$ cat config.mk
export PLATFORM = sky130hd
export DESIGN_NAME = qdac_ctrl
export DESIGN_NICKNAME = d
export VERILOG_FILES = /design/src/verilog/qdac_pkg.sv /design/src/verilog/qdac_chan_if.sv /design/src/verilog/qdac_sync.sv /design/src/verilog/qdac_channel.sv /design/src/verilog/qdac_ctrl.sv
export SDC_FILE = /design/constraint.sdc
export NUM_CORES = 1
export LEC_CHECK = 0
export ABC_AREA = 1
export BUFFER_PORTS_ARGS = -buffer_cell sky130_fd_sc_hd__buf_4
export CAP_MARGIN = 20
export CELL_PAD_IN_SITES_DETAIL_PLACEMENT = 0
export CELL_PAD_IN_SITES_GLOBAL_PLACEMENT = 1
export CORE_MARGIN = 2
export CORE_UTILIZATION = 40
export DETAILED_ROUTE_END_ITERATION = 10
export GPL_ROUTABILITY_DRIVEN = 0
export PLACE_DENSITY_LB_ADDON = 0.3
export SLEW_MARGIN = 20
export SYNTH_ARGS = -nofsm -noshare
export SYNTH_HDL_FRONTEND = slang
export SYNTH_SLANG_ARGS = --single-unit
$ cat constraint.sdc
create_clock -name ref_clk_i -period 1.6 [get_ports ref_clk_i]
set_clock_uncertainty 0.05 [all_clocks]
set_input_delay 0.32 -clock ref_clk_i [delete_from_list [all_inputs] [get_ports ref_clk_i]]
set_output_delay 0.32 -clock ref_clk_i [all_outputs]
set_load 0.005 [all_outputs]
$ cat src/verilog/qdac_pkg.sv
// qdac_pkg: constants shared by the quad converter update and reset control.
// assumes one 24-bit command word per write, command code in the top nibble.
// How it works
// - write-input with strobe low updates both registers
// - write-input with strobe high updates input only
// - strobe falling edge copies input to converter
// - update command copies input to converter
// - write-and-update loads both registers always
// - mask command loads low four data bits
// - mask bits 3..0 map channels d..a
// - mask resets to zero, all channels respond
// - masked channel ignores every strobe transition
// - each strobe fall updates every unmasked channel
// - strobe held low makes mask irrelevant
// - reset pin clears outputs to selected code
// - no updates while reset pin low
// - software reset acts like power-on reset
// - strobe events ignored during power-on reset
// - initialisation waits for reset pin release
// - power-up code zero or midscale by select
// - outputs hold power-up code until written
// - word is command, address, then data bits
package qdac_pkg;

  // ==========================================================
  // command word layout
  localparam int WORD_BITS = 24; // whole command word
  localparam int CMD_MSB = 23; // command nibble top
  localparam int CMD_LSB = 20; // command nibble bottom
  localparam int ADDR_MSB = 19; // channel select, bit per channel
  localparam int ADDR_LSB = 16;
  localparam int DATA_MSB = 15; // data is msb aligned
  localparam int MASK_MSB = 3; // mask lives in db3..db0
  localparam int NUM_CH = 4; // channels a..d

  // ==========================================================
  // command codes
  typedef enum logic [3:0] {
    CMD_NOP = 4'h0,
    CMD_WRITE_INPUT = 4'h1,
    CMD_UPDATE = 4'h2,
    CMD_WRITE_UPDATE = 4'h3,
    CMD_POWER_DOWN = 4'h4,
    CMD_MASK = 4'h5,
    CMD_SOFT_RESET = 4'h6
  } qdac_cmd_type;

  // ==========================================================
  // reset values and byte framing
  localparam logic [3:0] MASK_RESET = 4'h0; // all channels follow the strobe
  localparam logic [3:0] BYTE_BITS = 4'h8; // data bits per byte
  localparam logic [3:0] LAST_BIT = 4'h7; // index of the final bit of a byte
  localparam logic [1:0] LAST_BYTE = 2'h2; // third byte after the address
  localparam logic [6:0] DEV_ADDR_DEFAULT = 7'h0C; // arbitrary bus address

endpackage : qdac_pkg

$ cat src/verilog/qdac_chan_if.sv
// qdac_chan_if: control bundle from the update logic to one channel.
// assumes one instance per channel, all on the system clock.
`timescale 1ns/100ps
`default_nettype none
interface qdac_chan_if #(
  parameter int DATA_W = 16
);
  logic clear; // hold both registers at clear_code
  logic [DATA_W-1:0] clear_code; // zero scale or midscale
  logic load_input; // write data into input register
  logic dac_from_data; // write data into converter register
  logic dac_from_input; // copy input register to converter register
  logic [DATA_W-1:0] data; // data field of the word
  logic [DATA_W-1:0] dac_code; // word presented to the converter core

  modport ctrl (output clear, clear_code, load_input, dac_from_data, dac_from_input, data, input dac_code);
  modport chan (input clear, clear_code, load_input, dac_from_data, dac_from_input, data, output dac_code);
endinterface : qdac_chan_if
`default_nettype wire

$ cat src/verilog/qdac_sync.sv
// qdac_sync: two-flop synchroniser for pins from outside the clock domain.
// assumes levels only; edges are found downstream on the second flop.
`timescale 1ns/100ps
`default_nettype none
module qdac_sync #(
  parameter int WIDTH = 1,
  parameter logic [WIDTH-1:0] RESET_VAL = '0
) (
  // clock and reset
  input wire logic ref_clk_i,
  input wire logic arst_n_i,
  input wire logic clk_en_i,
  // pins in, levels out
  input wire logic [WIDTH-1:0] async_i,
  output logic [WIDTH-1:0] sync_o
);
  logic [WIDTH-1:0] meta; // first stage, read only by second stage

  // ==========================================================
  // two stage capture
  always_ff @(posedge ref_clk_i or negedge arst_n_i) begin
    if (!arst_n_i) begin
      meta <= RESET_VAL;
      sync_o <= RESET_VAL;
    end else if (clk_en_i) begin
      meta <= async_i;
      sync_o <= meta;
    end
  end
endmodule : qdac_sync
`default_nettype wire

$ cat src/verilog/qdac_channel.sv
// qdac_channel: input register and converter register of one channel.
// assumes the controller never asks for two loads it cannot order; clear wins.
`timescale 1ns/100ps
`default_nettype none
module qdac_channel #(
  parameter int DATA_W = 16
) (
  // clock and reset
  input wire logic ref_clk_i,
  input wire logic arst_n_i,
  input wire logic clk_en_i,
  // control bundle
  qdac_chan_if.chan bus
);
  logic [DATA_W-1:0] input_reg; // staged value, not yet on the output

  // ==========================================================
  // input register
  always_ff @(posedge ref_clk_i or negedge arst_n_i) begin
    if (!arst_n_i) begin
      input_reg <= '0;
    end else if (clk_en_i) begin
      if (bus.clear) begin
        input_reg <= bus.clear_code;
      end else if (bus.load_input) begin
        input_reg <= bus.data;
      end
    end
  end

  // ==========================================================
  // converter register, the only source of the output word
  always_ff @(posedge ref_clk_i or negedge arst_n_i) begin
    if (!arst_n_i) begin
      bus.dac_code <= '0;
    end else if (clk_en_i) begin
      if (bus.clear) begin
        bus.dac_code <= bus.clear_code;
      end else if (bus.dac_from_data) begin
        bus.dac_code <= bus.data;
      end else if (bus.dac_from_input) begin
        bus.dac_code <= input_reg;
      end
      // otherwise hold: output moves only on an update
    end
  end
endmodule : qdac_channel
`default_nettype wire

$ cat src/verilog/qdac_ctrl.sv
// qdac_ctrl: two-wire write receiver, command decode, load strobe and reset
// control for a quad double-buffered converter.
// assumes scl and sda arrive from pins; sda is open drain, resolved outside.
`timescale 1ns/100ps
`default_nettype none
module qdac_ctrl #(
  parameter int DATA_W = 16,
  parameter logic [6:0] DEV_ADDR = qdac_pkg::DEV_ADDR_DEFAULT
) (
  // clock, reset, enable
  input wire logic ref_clk_i,
  input wire logic arst_n_i,
  input wire logic clk_en_i,
  // two-wire serial link
  input wire logic scl_i,
  input wire logic sda_i,
  output logic sda_o,
  output logic sda_oe_o,
  // control pins
  input wire logic load_strobe_n_i,
  input wire logic reset_n_i,
  input wire logic reset_level_select_i,
  // converter core side
  output logic [qdac_pkg::NUM_CH*DATA_W-1:0] dac_code_o,
  output logic init_busy_o
);

  // ==========================================================
  // elaboration check
  if (DATA_W < 2 || DATA_W > qdac_pkg::DATA_MSB + 1) begin : g_bad_width
    $error("qdac_ctrl: DATA_W must lie between 2 and 16");
  end

  // ==========================================================
  // synchronised pins
  logic scl_s; // link clock level
  logic sda_s; // link data level
  logic ls_s; // load strobe level, active low
  logic rst_pin_s; // reset pin level, active low
  logic rsel_s; // reset level select level

  // link pins idle high; reset pin starts as asserted so power-up waits
  qdac_sync #(
    .WIDTH(5),
    .RESET_VAL(5'h1C)
  ) u_sync (
    .ref_clk_i(ref_clk_i),
    .arst_n_i(arst_n_i),
    .clk_en_i(clk_en_i),
    .async_i({scl_i, sda_i, load_strobe_n_i, reset_n_i, reset_level_select_i}),
    .sync_o({scl_s, sda_s, ls_s, rst_pin_s, rsel_s})
  );

  // ==========================================================
  // edge detection on synchronised levels
  logic scl_q; // previous link clock
  logic sda_q; // previous link data
  logic ls_q; // previous load strobe

  // delayed copies for edge finding
  always_ff @(posedge ref_clk_i or negedge arst_n_i) begin
    if (!arst_n_i) begin
      scl_q <= 1'b1;
      sda_q <= 1'b1;
      ls_q <= 1'b1;
    end else if (clk_en_i) begin
      scl_q <= scl_s;
      sda_q <= sda_s;
      ls_q <= ls_s;
    end
  end

  logic scl_rise; // sample point for data bits
  logic scl_fall; // change point for the acknowledge
  logic start_cond; // data falls while clock high
  logic stop_cond; // data rises while clock high
  logic ls_fall; // strobe high-to-low transition

  assign scl_rise = scl_s & ~scl_q;
  assign scl_fall = ~scl_s & scl_q;
  assign start_cond = scl_s & scl_q & ~sda_s & sda_q;
  assign stop_cond = scl_s & scl_q & sda_s & ~sda_q;
  assign ls_fall = ~ls_s & ls_q;

  // ==========================================================
  // serial receiver: address byte, then bytes in groups of three
  typedef enum logic [1:0] {
    RX_IDLE,
    RX_BITS,
    RX_ACK
  } qdac_rx_state_type;

  qdac_rx_state_type rx_state; // receiver phase
  logic [3:0] bit_cnt; // bits of the current byte taken
  logic [1:0] byte_idx; // 0 command, 1 msb, 2 lsb
  logic addr_phase; // first byte after a start
  logic [qdac_pkg::WORD_BITS-1:0] shift; // incoming bits, msb first
  logic ack_drive; // pull sda low for the acknowledge

  // receiver sequencing; start and stop override any phase
  always_ff @(posedge ref_clk_i or negedge arst_n_i) begin
    if (!arst_n_i) begin
      rx_state <= RX_IDLE;
      bit_cnt <= '0;
      byte_idx <= '0;
      addr_phase <= 1'b0;
      ack_drive <= 1'b0;
    end else if (clk_en_i) begin
      if (start_cond) begin
        // also serves a repeated start
        rx_state <= RX_BITS;
        bit_cnt <= '0;
        byte_idx <= '0;
        addr_phase <= 1'b1;
        ack_drive <= 1'b0;
      end else if (stop_cond) begin
        // a partial word is dropped, nothing is applied
        rx_state <= RX_IDLE;
        ack_drive <= 1'b0;
      end else begin
        case (rx_state)
          RX_IDLE: begin
            ack_drive <= 1'b0;
          end
          RX_BITS: begin
            if (scl_rise && bit_cnt != qdac_pkg::BYTE_BITS) begin
              bit_cnt <= bit_cnt + 4'h1;
            end else if (scl_fall && bit_cnt == qdac_pkg::BYTE_BITS) begin
              bit_cnt <= '0;
              if (addr_phase) begin
                // only writes to our address are acknowledged; reads
                // belong elsewhere, so the byte is left unanswered
                if (shift[7:1] == DEV_ADDR && !shift[0]) begin
                  rx_state <= RX_ACK;
                  ack_drive <= 1'b1;
                  addr_phase <= 1'b0;
                end else begin
                  rx_state <= RX_IDLE;
                end
              end else begin
                rx_state <= RX_ACK;
                ack_drive <= 1'b1;
                // command, msb, lsb, then the next word
                byte_idx <= (byte_idx == qdac_pkg::LAST_BYTE) ? 2'h0 : byte_idx + 2'h1;
              end
            end
          end
          RX_ACK: begin
            if (scl_fall) begin
              ack_drive <= 1'b0;
              rx_state <= RX_BITS;
            end
          end
          default: begin
            rx_state <= RX_IDLE;
            ack_drive <= 1'b0;
          end
        endcase
      end
    end
  end

  // shift register, msb first
  always_ff @(posedge ref_clk_i or negedge arst_n_i) begin
    if (!arst_n_i) begin
      shift <= '0;
    end else if (clk_en_i) begin
      if (rx_state == RX_BITS && scl_rise && bit_cnt != qdac_pkg::BYTE_BITS) begin
        shift <= {shift[qdac_pkg::WORD_BITS-2:0], sda_s};
      end
    end
  end

  // open drain: only ever pull low
  assign sda_o = 1'b0;
  assign sda_oe_o = ack_drive;

  // ==========================================================
  // word capture on the 24th rising clock of the data bytes
  logic word_valid; // one-cycle pulse, word below is complete
  logic [qdac_pkg::WORD_BITS-1:0] word; // captured command word
  logic last_bit; // 24th data clock is rising now

  assign last_bit = (rx_state == RX_BITS) && !addr_phase && scl_rise &&
                    bit_cnt == qdac_pkg::LAST_BIT && byte_idx == qdac_pkg::LAST_BYTE;

  // acts on the 24th clock itself, not on the acknowledge or stop
  always_ff @(posedge ref_clk_i or negedge arst_n_i) begin
    if (!arst_n_i) begin
      word_valid <= 1'b0;
      word <= '0;
    end else if (clk_en_i) begin
      word_valid <= last_bit;
      if (last_bit) begin
        word <= {shift[qdac_pkg::WORD_BITS-2:0], sda_s};
      end
    end
  end

  // field split of the captured word
  logic [3:0] cmd; // command nibble
  logic [qdac_pkg::NUM_CH-1:0] chan_sel; // one bit per channel
  logic [DATA_W-1:0] data; // msb aligned data field

  assign cmd = word[qdac_pkg::CMD_MSB:qdac_pkg::CMD_LSB];
  assign chan_sel = word[qdac_pkg::ADDR_MSB:qdac_pkg::ADDR_LSB];
  assign data = word[qdac_pkg::DATA_MSB -: DATA_W];

  // ==========================================================
  // power-on and reset control
  logic por_busy; // initialising; held while reset pin low
  logic hold_clear; // registers forced to the clear code
  logic [DATA_W-1:0] clear_code; // selected power-up level
  logic cmd_ok; // a word that may act

  // the pin is a level, so a pulse shorter than two clocks may be missed;
  // the 30 ns minimum pulse is only about one cycle at this clock
  assign hold_clear = por_busy | ~rst_pin_s;
  assign cmd_ok = word_valid & ~hold_clear;

  // initialisation ends only once the reset pin reads high
  always_ff @(posedge ref_clk_i or negedge arst_n_i) begin
    if (!arst_n_i) begin
      por_busy <= 1'b1;
    end else if (clk_en_i) begin
      if (cmd_ok && cmd == qdac_pkg::CMD_SOFT_RESET) begin
        por_busy <= 1'b1;
      end else if (rst_pin_s) begin
        por_busy <= 1'b0;
      end
    end
  end

  // level select is tracked every cycle, so a one-cycle soft reset clear
  // already sees the current pin instead of a stale code
  always_ff @(posedge ref_clk_i or negedge arst_n_i) begin
    if (!arst_n_i) begin
      clear_code <= '0;
    end else if (clk_en_i) begin
      // midscale is the top bit alone; zero scale is all zero
      clear_code <= rsel_s ? {1'b1, {(DATA_W-1){1'b0}}} : '0;
    end
  end

  assign init_busy_o = por_busy;

  // ==========================================================
  // channel update mask
  logic [qdac_pkg::NUM_CH-1:0] channel_update_mask; // bit n set: channel ignores strobe

  // only the power-on path restores the default; the pin clears the channel registers only
  always_ff @(posedge ref_clk_i or negedge arst_n_i) begin
    if (!arst_n_i) begin
      channel_update_mask <= qdac_pkg::MASK_RESET;
    end else if (clk_en_i) begin
      if (por_busy) begin
        channel_update_mask <= qdac_pkg::MASK_RESET;
      end else if (cmd_ok && cmd == qdac_pkg::CMD_MASK) begin
        // address nibble plays no part here
        channel_update_mask <= word[qdac_pkg::MASK_MSB:0];
      end
    end
  end

  // ==========================================================
  // per-channel update decode
  logic strobe_ok; // a strobe edge that may act
  logic is_write_in; // write input register only
  logic is_update; // copy input to converter
  logic is_write_upd; // write both

  // strobe is sampled, not a true asynchronous load: edges are seen
  // two to three clocks late, and pulses under two clocks may vanish
  assign strobe_ok = ls_fall & ~hold_clear;
  assign is_write_in = cmd_ok && cmd == qdac_pkg::CMD_WRITE_INPUT;
  assign is_update = cmd_ok && cmd == qdac_pkg::CMD_UPDATE;
  assign is_write_upd = cmd_ok && cmd == qdac_pkg::CMD_WRITE_UPDATE;

  for (genvar ch = 0; ch < qdac_pkg::NUM_CH; ch++) begin : g_chan
    qdac_chan_if #(.DATA_W(DATA_W)) chan_bus ();

    assign chan_bus.clear = hold_clear;
    assign chan_bus.clear_code = clear_code;
    assign chan_bus.data = data;
    // input register takes data on either write command
    assign chan_bus.load_input = chan_sel[ch] & (is_write_in | is_write_upd);
    // strobe held low: write-input goes straight through, mask not consulted
    assign chan_bus.dac_from_data = chan_sel[ch] & (is_write_upd | (is_write_in & ~ls_s));
    // update command, or a strobe edge on an unmasked channel
    assign chan_bus.dac_from_input = (chan_sel[ch] & is_update) |
                                     (strobe_ok & ~channel_update_mask[ch]);
    assign dac_code_o[ch*DATA_W +: DATA_W] = chan_bus.dac_code;

    qdac_channel #(
      .DATA_W(DATA_W)
    ) u_chan (
      .ref_clk_i(ref_clk_i),
      .arst_n_i(arst_n_i),
      .clk_en_i(clk_en_i),
      .bus(chan_bus.chan)
    );
  end

endmodule : qdac_ctrl
`default_nettype wire

==> results.md <==
- The run finished, with violations left.
- The checks that failed: setup timing.
- Synthesis produced 1134 cells.
- The max-slew violation count was 0.
- In the layout the commonest cells are 524 x sky130_fd_sc_hd__nand2_1, 195 x sky130_fd_sc_hd__dfrtp_1, 125 x sky130_fd_sc_hd__buf_4, 67 x sky130_fd_sc_hd__o21ai_0, 53 x sky130_fd_sc_hd__o21ai_1.
- The detailed router finished its first iteration with 506 violations.
- Wires add up to 24700 um.
- The average cell area after synthesis is 8.04 um2.
- Hold timing on the final database bottoms out at a slack of 0.157 ns.
- The die covers 0.0240 mm2.
- Yosys attributes the largest share of cell area to sky130_fd_sc_hd__dfrtp_1 53%, sky130_fd_sc_hd__nand2_1 23%, sky130_fd_sc_hd__o21ai_0 7.2%.
- Data on the critical path is required at its endpoint by 1.23 ns.
- The total design power is 12.7 mW.
- Measured along the y axis, the die boundary spans 155 um.
- The sum of net half-perimeters after detailed placement is 15700 um.
- In the synthesized netlist the dominant register cell turns out to be sky130_fd_sc_hd__dfrtp_1.
- Entering global routing, the biggest net connects 55 pins.
- Yosys printed 0 warnings.
- The number of iterations in the first detailed-routing pass is 5.
- The count of buffers from port buffering is 73.
- The portion of total power attributed to combinational logic is 12.7%.
- The finished layout cell area is 0.0123 mm2.
- In this run, distinct cell masters in the synthesized netlist total 33.
- In this run, synthesis inferred 0 flip-flops with an integrated enable.
- Once detail routing completed, the nets flagged for antenna violations numbered 0.
- The arrival time reported for the critical path endpoint is 1.41 ns.
- The insertion delay of the later-clocked pin in the worst-skew pair is 0.52 ns.
- Counting along the longest clock path gives a buffer depth of 3.
- The internal power of the cells is 9.40 mW.
- The top cell type by area accounts for 53.5% of the synthesized area.
- Row generation in the floorplan step produced 55 rows.
- The diode insertion count for antenna repair is 0.
- Dividing total power by cell area gives a power density of 1030 mW/mm2.
- The worst hold-check path type is primary input to register.
- The clock buffer count from CTS is 24.
- The type of the worst setup path is register to output pin.
- The total setup violations reported at the end of the flow is 162.
- The post-route netlist has 26.5% of its cells at a drive strength greater than 1.
- The via count of the first global-routing pass is 7292.
- Using the TritonRoute via totals, the vias-per-cell ratio works out to 4.82.
- In this run the horizontal extent of the chip is 155 um.
- The clock network is responsible for 42.2% of the overall power.
- The net switching power figure is 3.34 mW.
- The overflow left after global routing is 0.
- The instance area at placement is 0.0106 mm2.
- The post-synthesis sequential area ratio is 56.4%.
- The number of placed I/O pins is 75.
- The type of element capturing the critical path is an output pin.
- The first global-routing pass estimated 38700 um of wire.
- The area inside the core boundary is 0.0225 mm2.
- After clock tree synthesis, the clock-pin slew on the worst setup and hold paths is 0.06 ns.
- The net switching fraction of the power is 26.2%.
- The static leakage is 6.20 nW.
- The post-synthesis cell area is 0.00912 mm2.
- In the final routed layout, each cell accounts on average for 15.5 um.
- Counting flops with an async set or reset pin after synthesis yields a share of 100%.
- The minimum clock period is 1.78 ns.
- The number of nets produced by synthesis is 1148.
- After detailed routing, the number of remaining DRC violations is 0.
- The worst-case IR drop observed on VDD is 0.000747 V.
- The initial antenna violation count is 0.
- The final period utilization is 111%.
- The cell chosen for the clock root is sky130_fd_sc_hd__clkbuf_16.
- The maximum fanout encountered on the critical timing path is 3.
- The final layout contains 1307 nets.
- The share of total power dissipated in sequential elements is 45.1%.
- The startpoint kind of the worst setup timing path is a register.
- The tree built by TritonCTS fans out to 205 sinks.
- The biggest area contributor in the post-synthesis netlist is sky130_fd_sc_hd__dfrtp_1.
- The commonest non-fill, non-tap cell in the layout is sky130_fd_sc_hd__nand2_1.
- The clock tree from TritonCTS is done.
- The total of flip-flops plus latches after synthesis is 205.
- The max-capacitance violation count is 0.
- The growth of design area from synthesis to finish is 35.0%.
- Setup repair after global routing could not meet its margin everywhere.
- After layout, the worst setup slack is -0.176 ns.
- The final count of hold timing violations is 0.
- Once the floorplan was initialized, standard cells occupied 40.5% of the core.
- Setup slack on the worst reg-to-reg path comes out at -0.14 ns.
- The H-tree depth is 1.
- In the global route stage, overall resource usage came out at 19.8%.
- The total number of vias is 7696.
- The maximum operating frequency is 0.563 GHz.
## cell usage after synthesis (all sizes together) (2+ instances only)
| cell | number |
|---|---|
| dfstp | 10 |
| nor4 | 2 |
| inv | 61 |
| nand3 | 26 |
| dfrtp | 195 |
| nor2 | 49 |
| clkbuf | 27 |
| ha | 6 |
| o21ai | 141 |
| a21oi | 6 |
| buf | 20 |
| nor3 | 3 |
| nand2 | 578 |
| nand4 | 3 |
## cells by family (layout without fill, tap and decap cells)
| group | Yosys count | count (layout) | share of synthesized area, % |
|---|---|---|---|
| fa+ha+maj | 6 | 6 | 0.823 |
| buf+inv | 109 | 286 | 5.06 |
| simple gates | 662 | 662 | 29.1 |
| flops | 205 | 205 | 56.4 |
| other cells | 1 | 1 | 0.0411 |
| compound gates | 150 | 150 | 8.45 |
| xor+xnor | 1 | 1 | 0.0960 |
## through the flow
| stage | worst slack, ns | std cells | TNS, ns | utilization, % |
|---|---|---|---|---|
| 6_report | -0.176 | 1596 | -10.24 | 54.7 |
| 5_1_grt | -0.258 | 1596 | -28.70 | 54.7 |
| 4_1_cts | -0.120 | 1576 | -8.42 | 51.9 |
| 3_5_place_dp | -0.122 | 1512 | -10.74 | 47.0 |
| 3_3_place_gp | -0.0862 | 1512 | -6.16 | 47.0 |
| 2_1_floorplan | -0.0643 | 1134 | -2.80 | - |
## final timing paths
path / startpoint / to / cells past startpoint
setup / recovery: init_busy_o$_DFFE_PN1P_ / init_busy_o / 3
hold / removal: clk_en_i / scl_q$_DFFE_PN1P_ / 3
setup reg to reg: init_busy_o$_DFFE_PN1P_ / g_chan[0].u_chan.input_reg[6]$_DFFE_PN0P_ / 9
hold reg to reg: u_sync.meta[2]$_DFFE_PN1P_ / u_sync.meta[2]$_DFFE_PN1P_ / 2
max in group asynchronous: arst_n_i / word[9]$_DFFE_PN0P_ / 3
min in group asynchronous: arst_n_i / g_chan[2].u_chan.bus.dac_code[2]$_DFFE_PN0P_ / 2
## power by group through the flow
| stage | sequential [mW] | clock, mW | combinational (mW) |
|---|---|---|---|
| global placement | 5.77 | 0 | 1.24 |
| CTS | 5.69 | 5.49 | 1.37 |
| floorplan | 5.75 | 0 | 0.694 |
| finish | 5.74 | 5.38 | 1.61 |
| detailed placement | 5.78 | 0 | 1.26 |
| global route | 5.77 | 5.73 | 1.80 |
## repair_timing
action | in CTS | in global routing
setup endpoints to repair | 161 | 190
hold endpoints to repair | 171 | 0
cloned | 1 | 11
gates resized for setup | 49 | 164
buffers inserted | 14 | 10
hold buffers | 6 | 0
pin swaps | 17 | 16
## layout make-up
class / instances / area [um2]
Clock buffer: 36 / 707
Sequential cell: 205 / 5140
Multi-Input combinational cell: 820 / 4000
Clock inverter: 8 / 73.8
Tap cell: 285 / 357
Inverter: 62 / 238
Fill cell: 2085 / 10200
Timing Repair Buffer: 180 / 1800
## metal layers
layer	up-vias	GRT usage, %	wire [um]
met3	30	2.70	957
met4	0	3.79	378
met1	3659	30.0	11900
li1	3871	-	-
met5	-	0	0
met2	136	30.6	11500
## critical path, stage by stage (launching register included)
cell and delay [ns]:
sky130_fd_sc_hd__dfstp_2 0.59, sky130_fd_sc_hd__buf_4 0.13, sky130_fd_sc_hd__buf_6 0.09, sky130_fd_sc_hd__buf_6 0.08
Note: power is estimated with default switching activity, not from simulation.
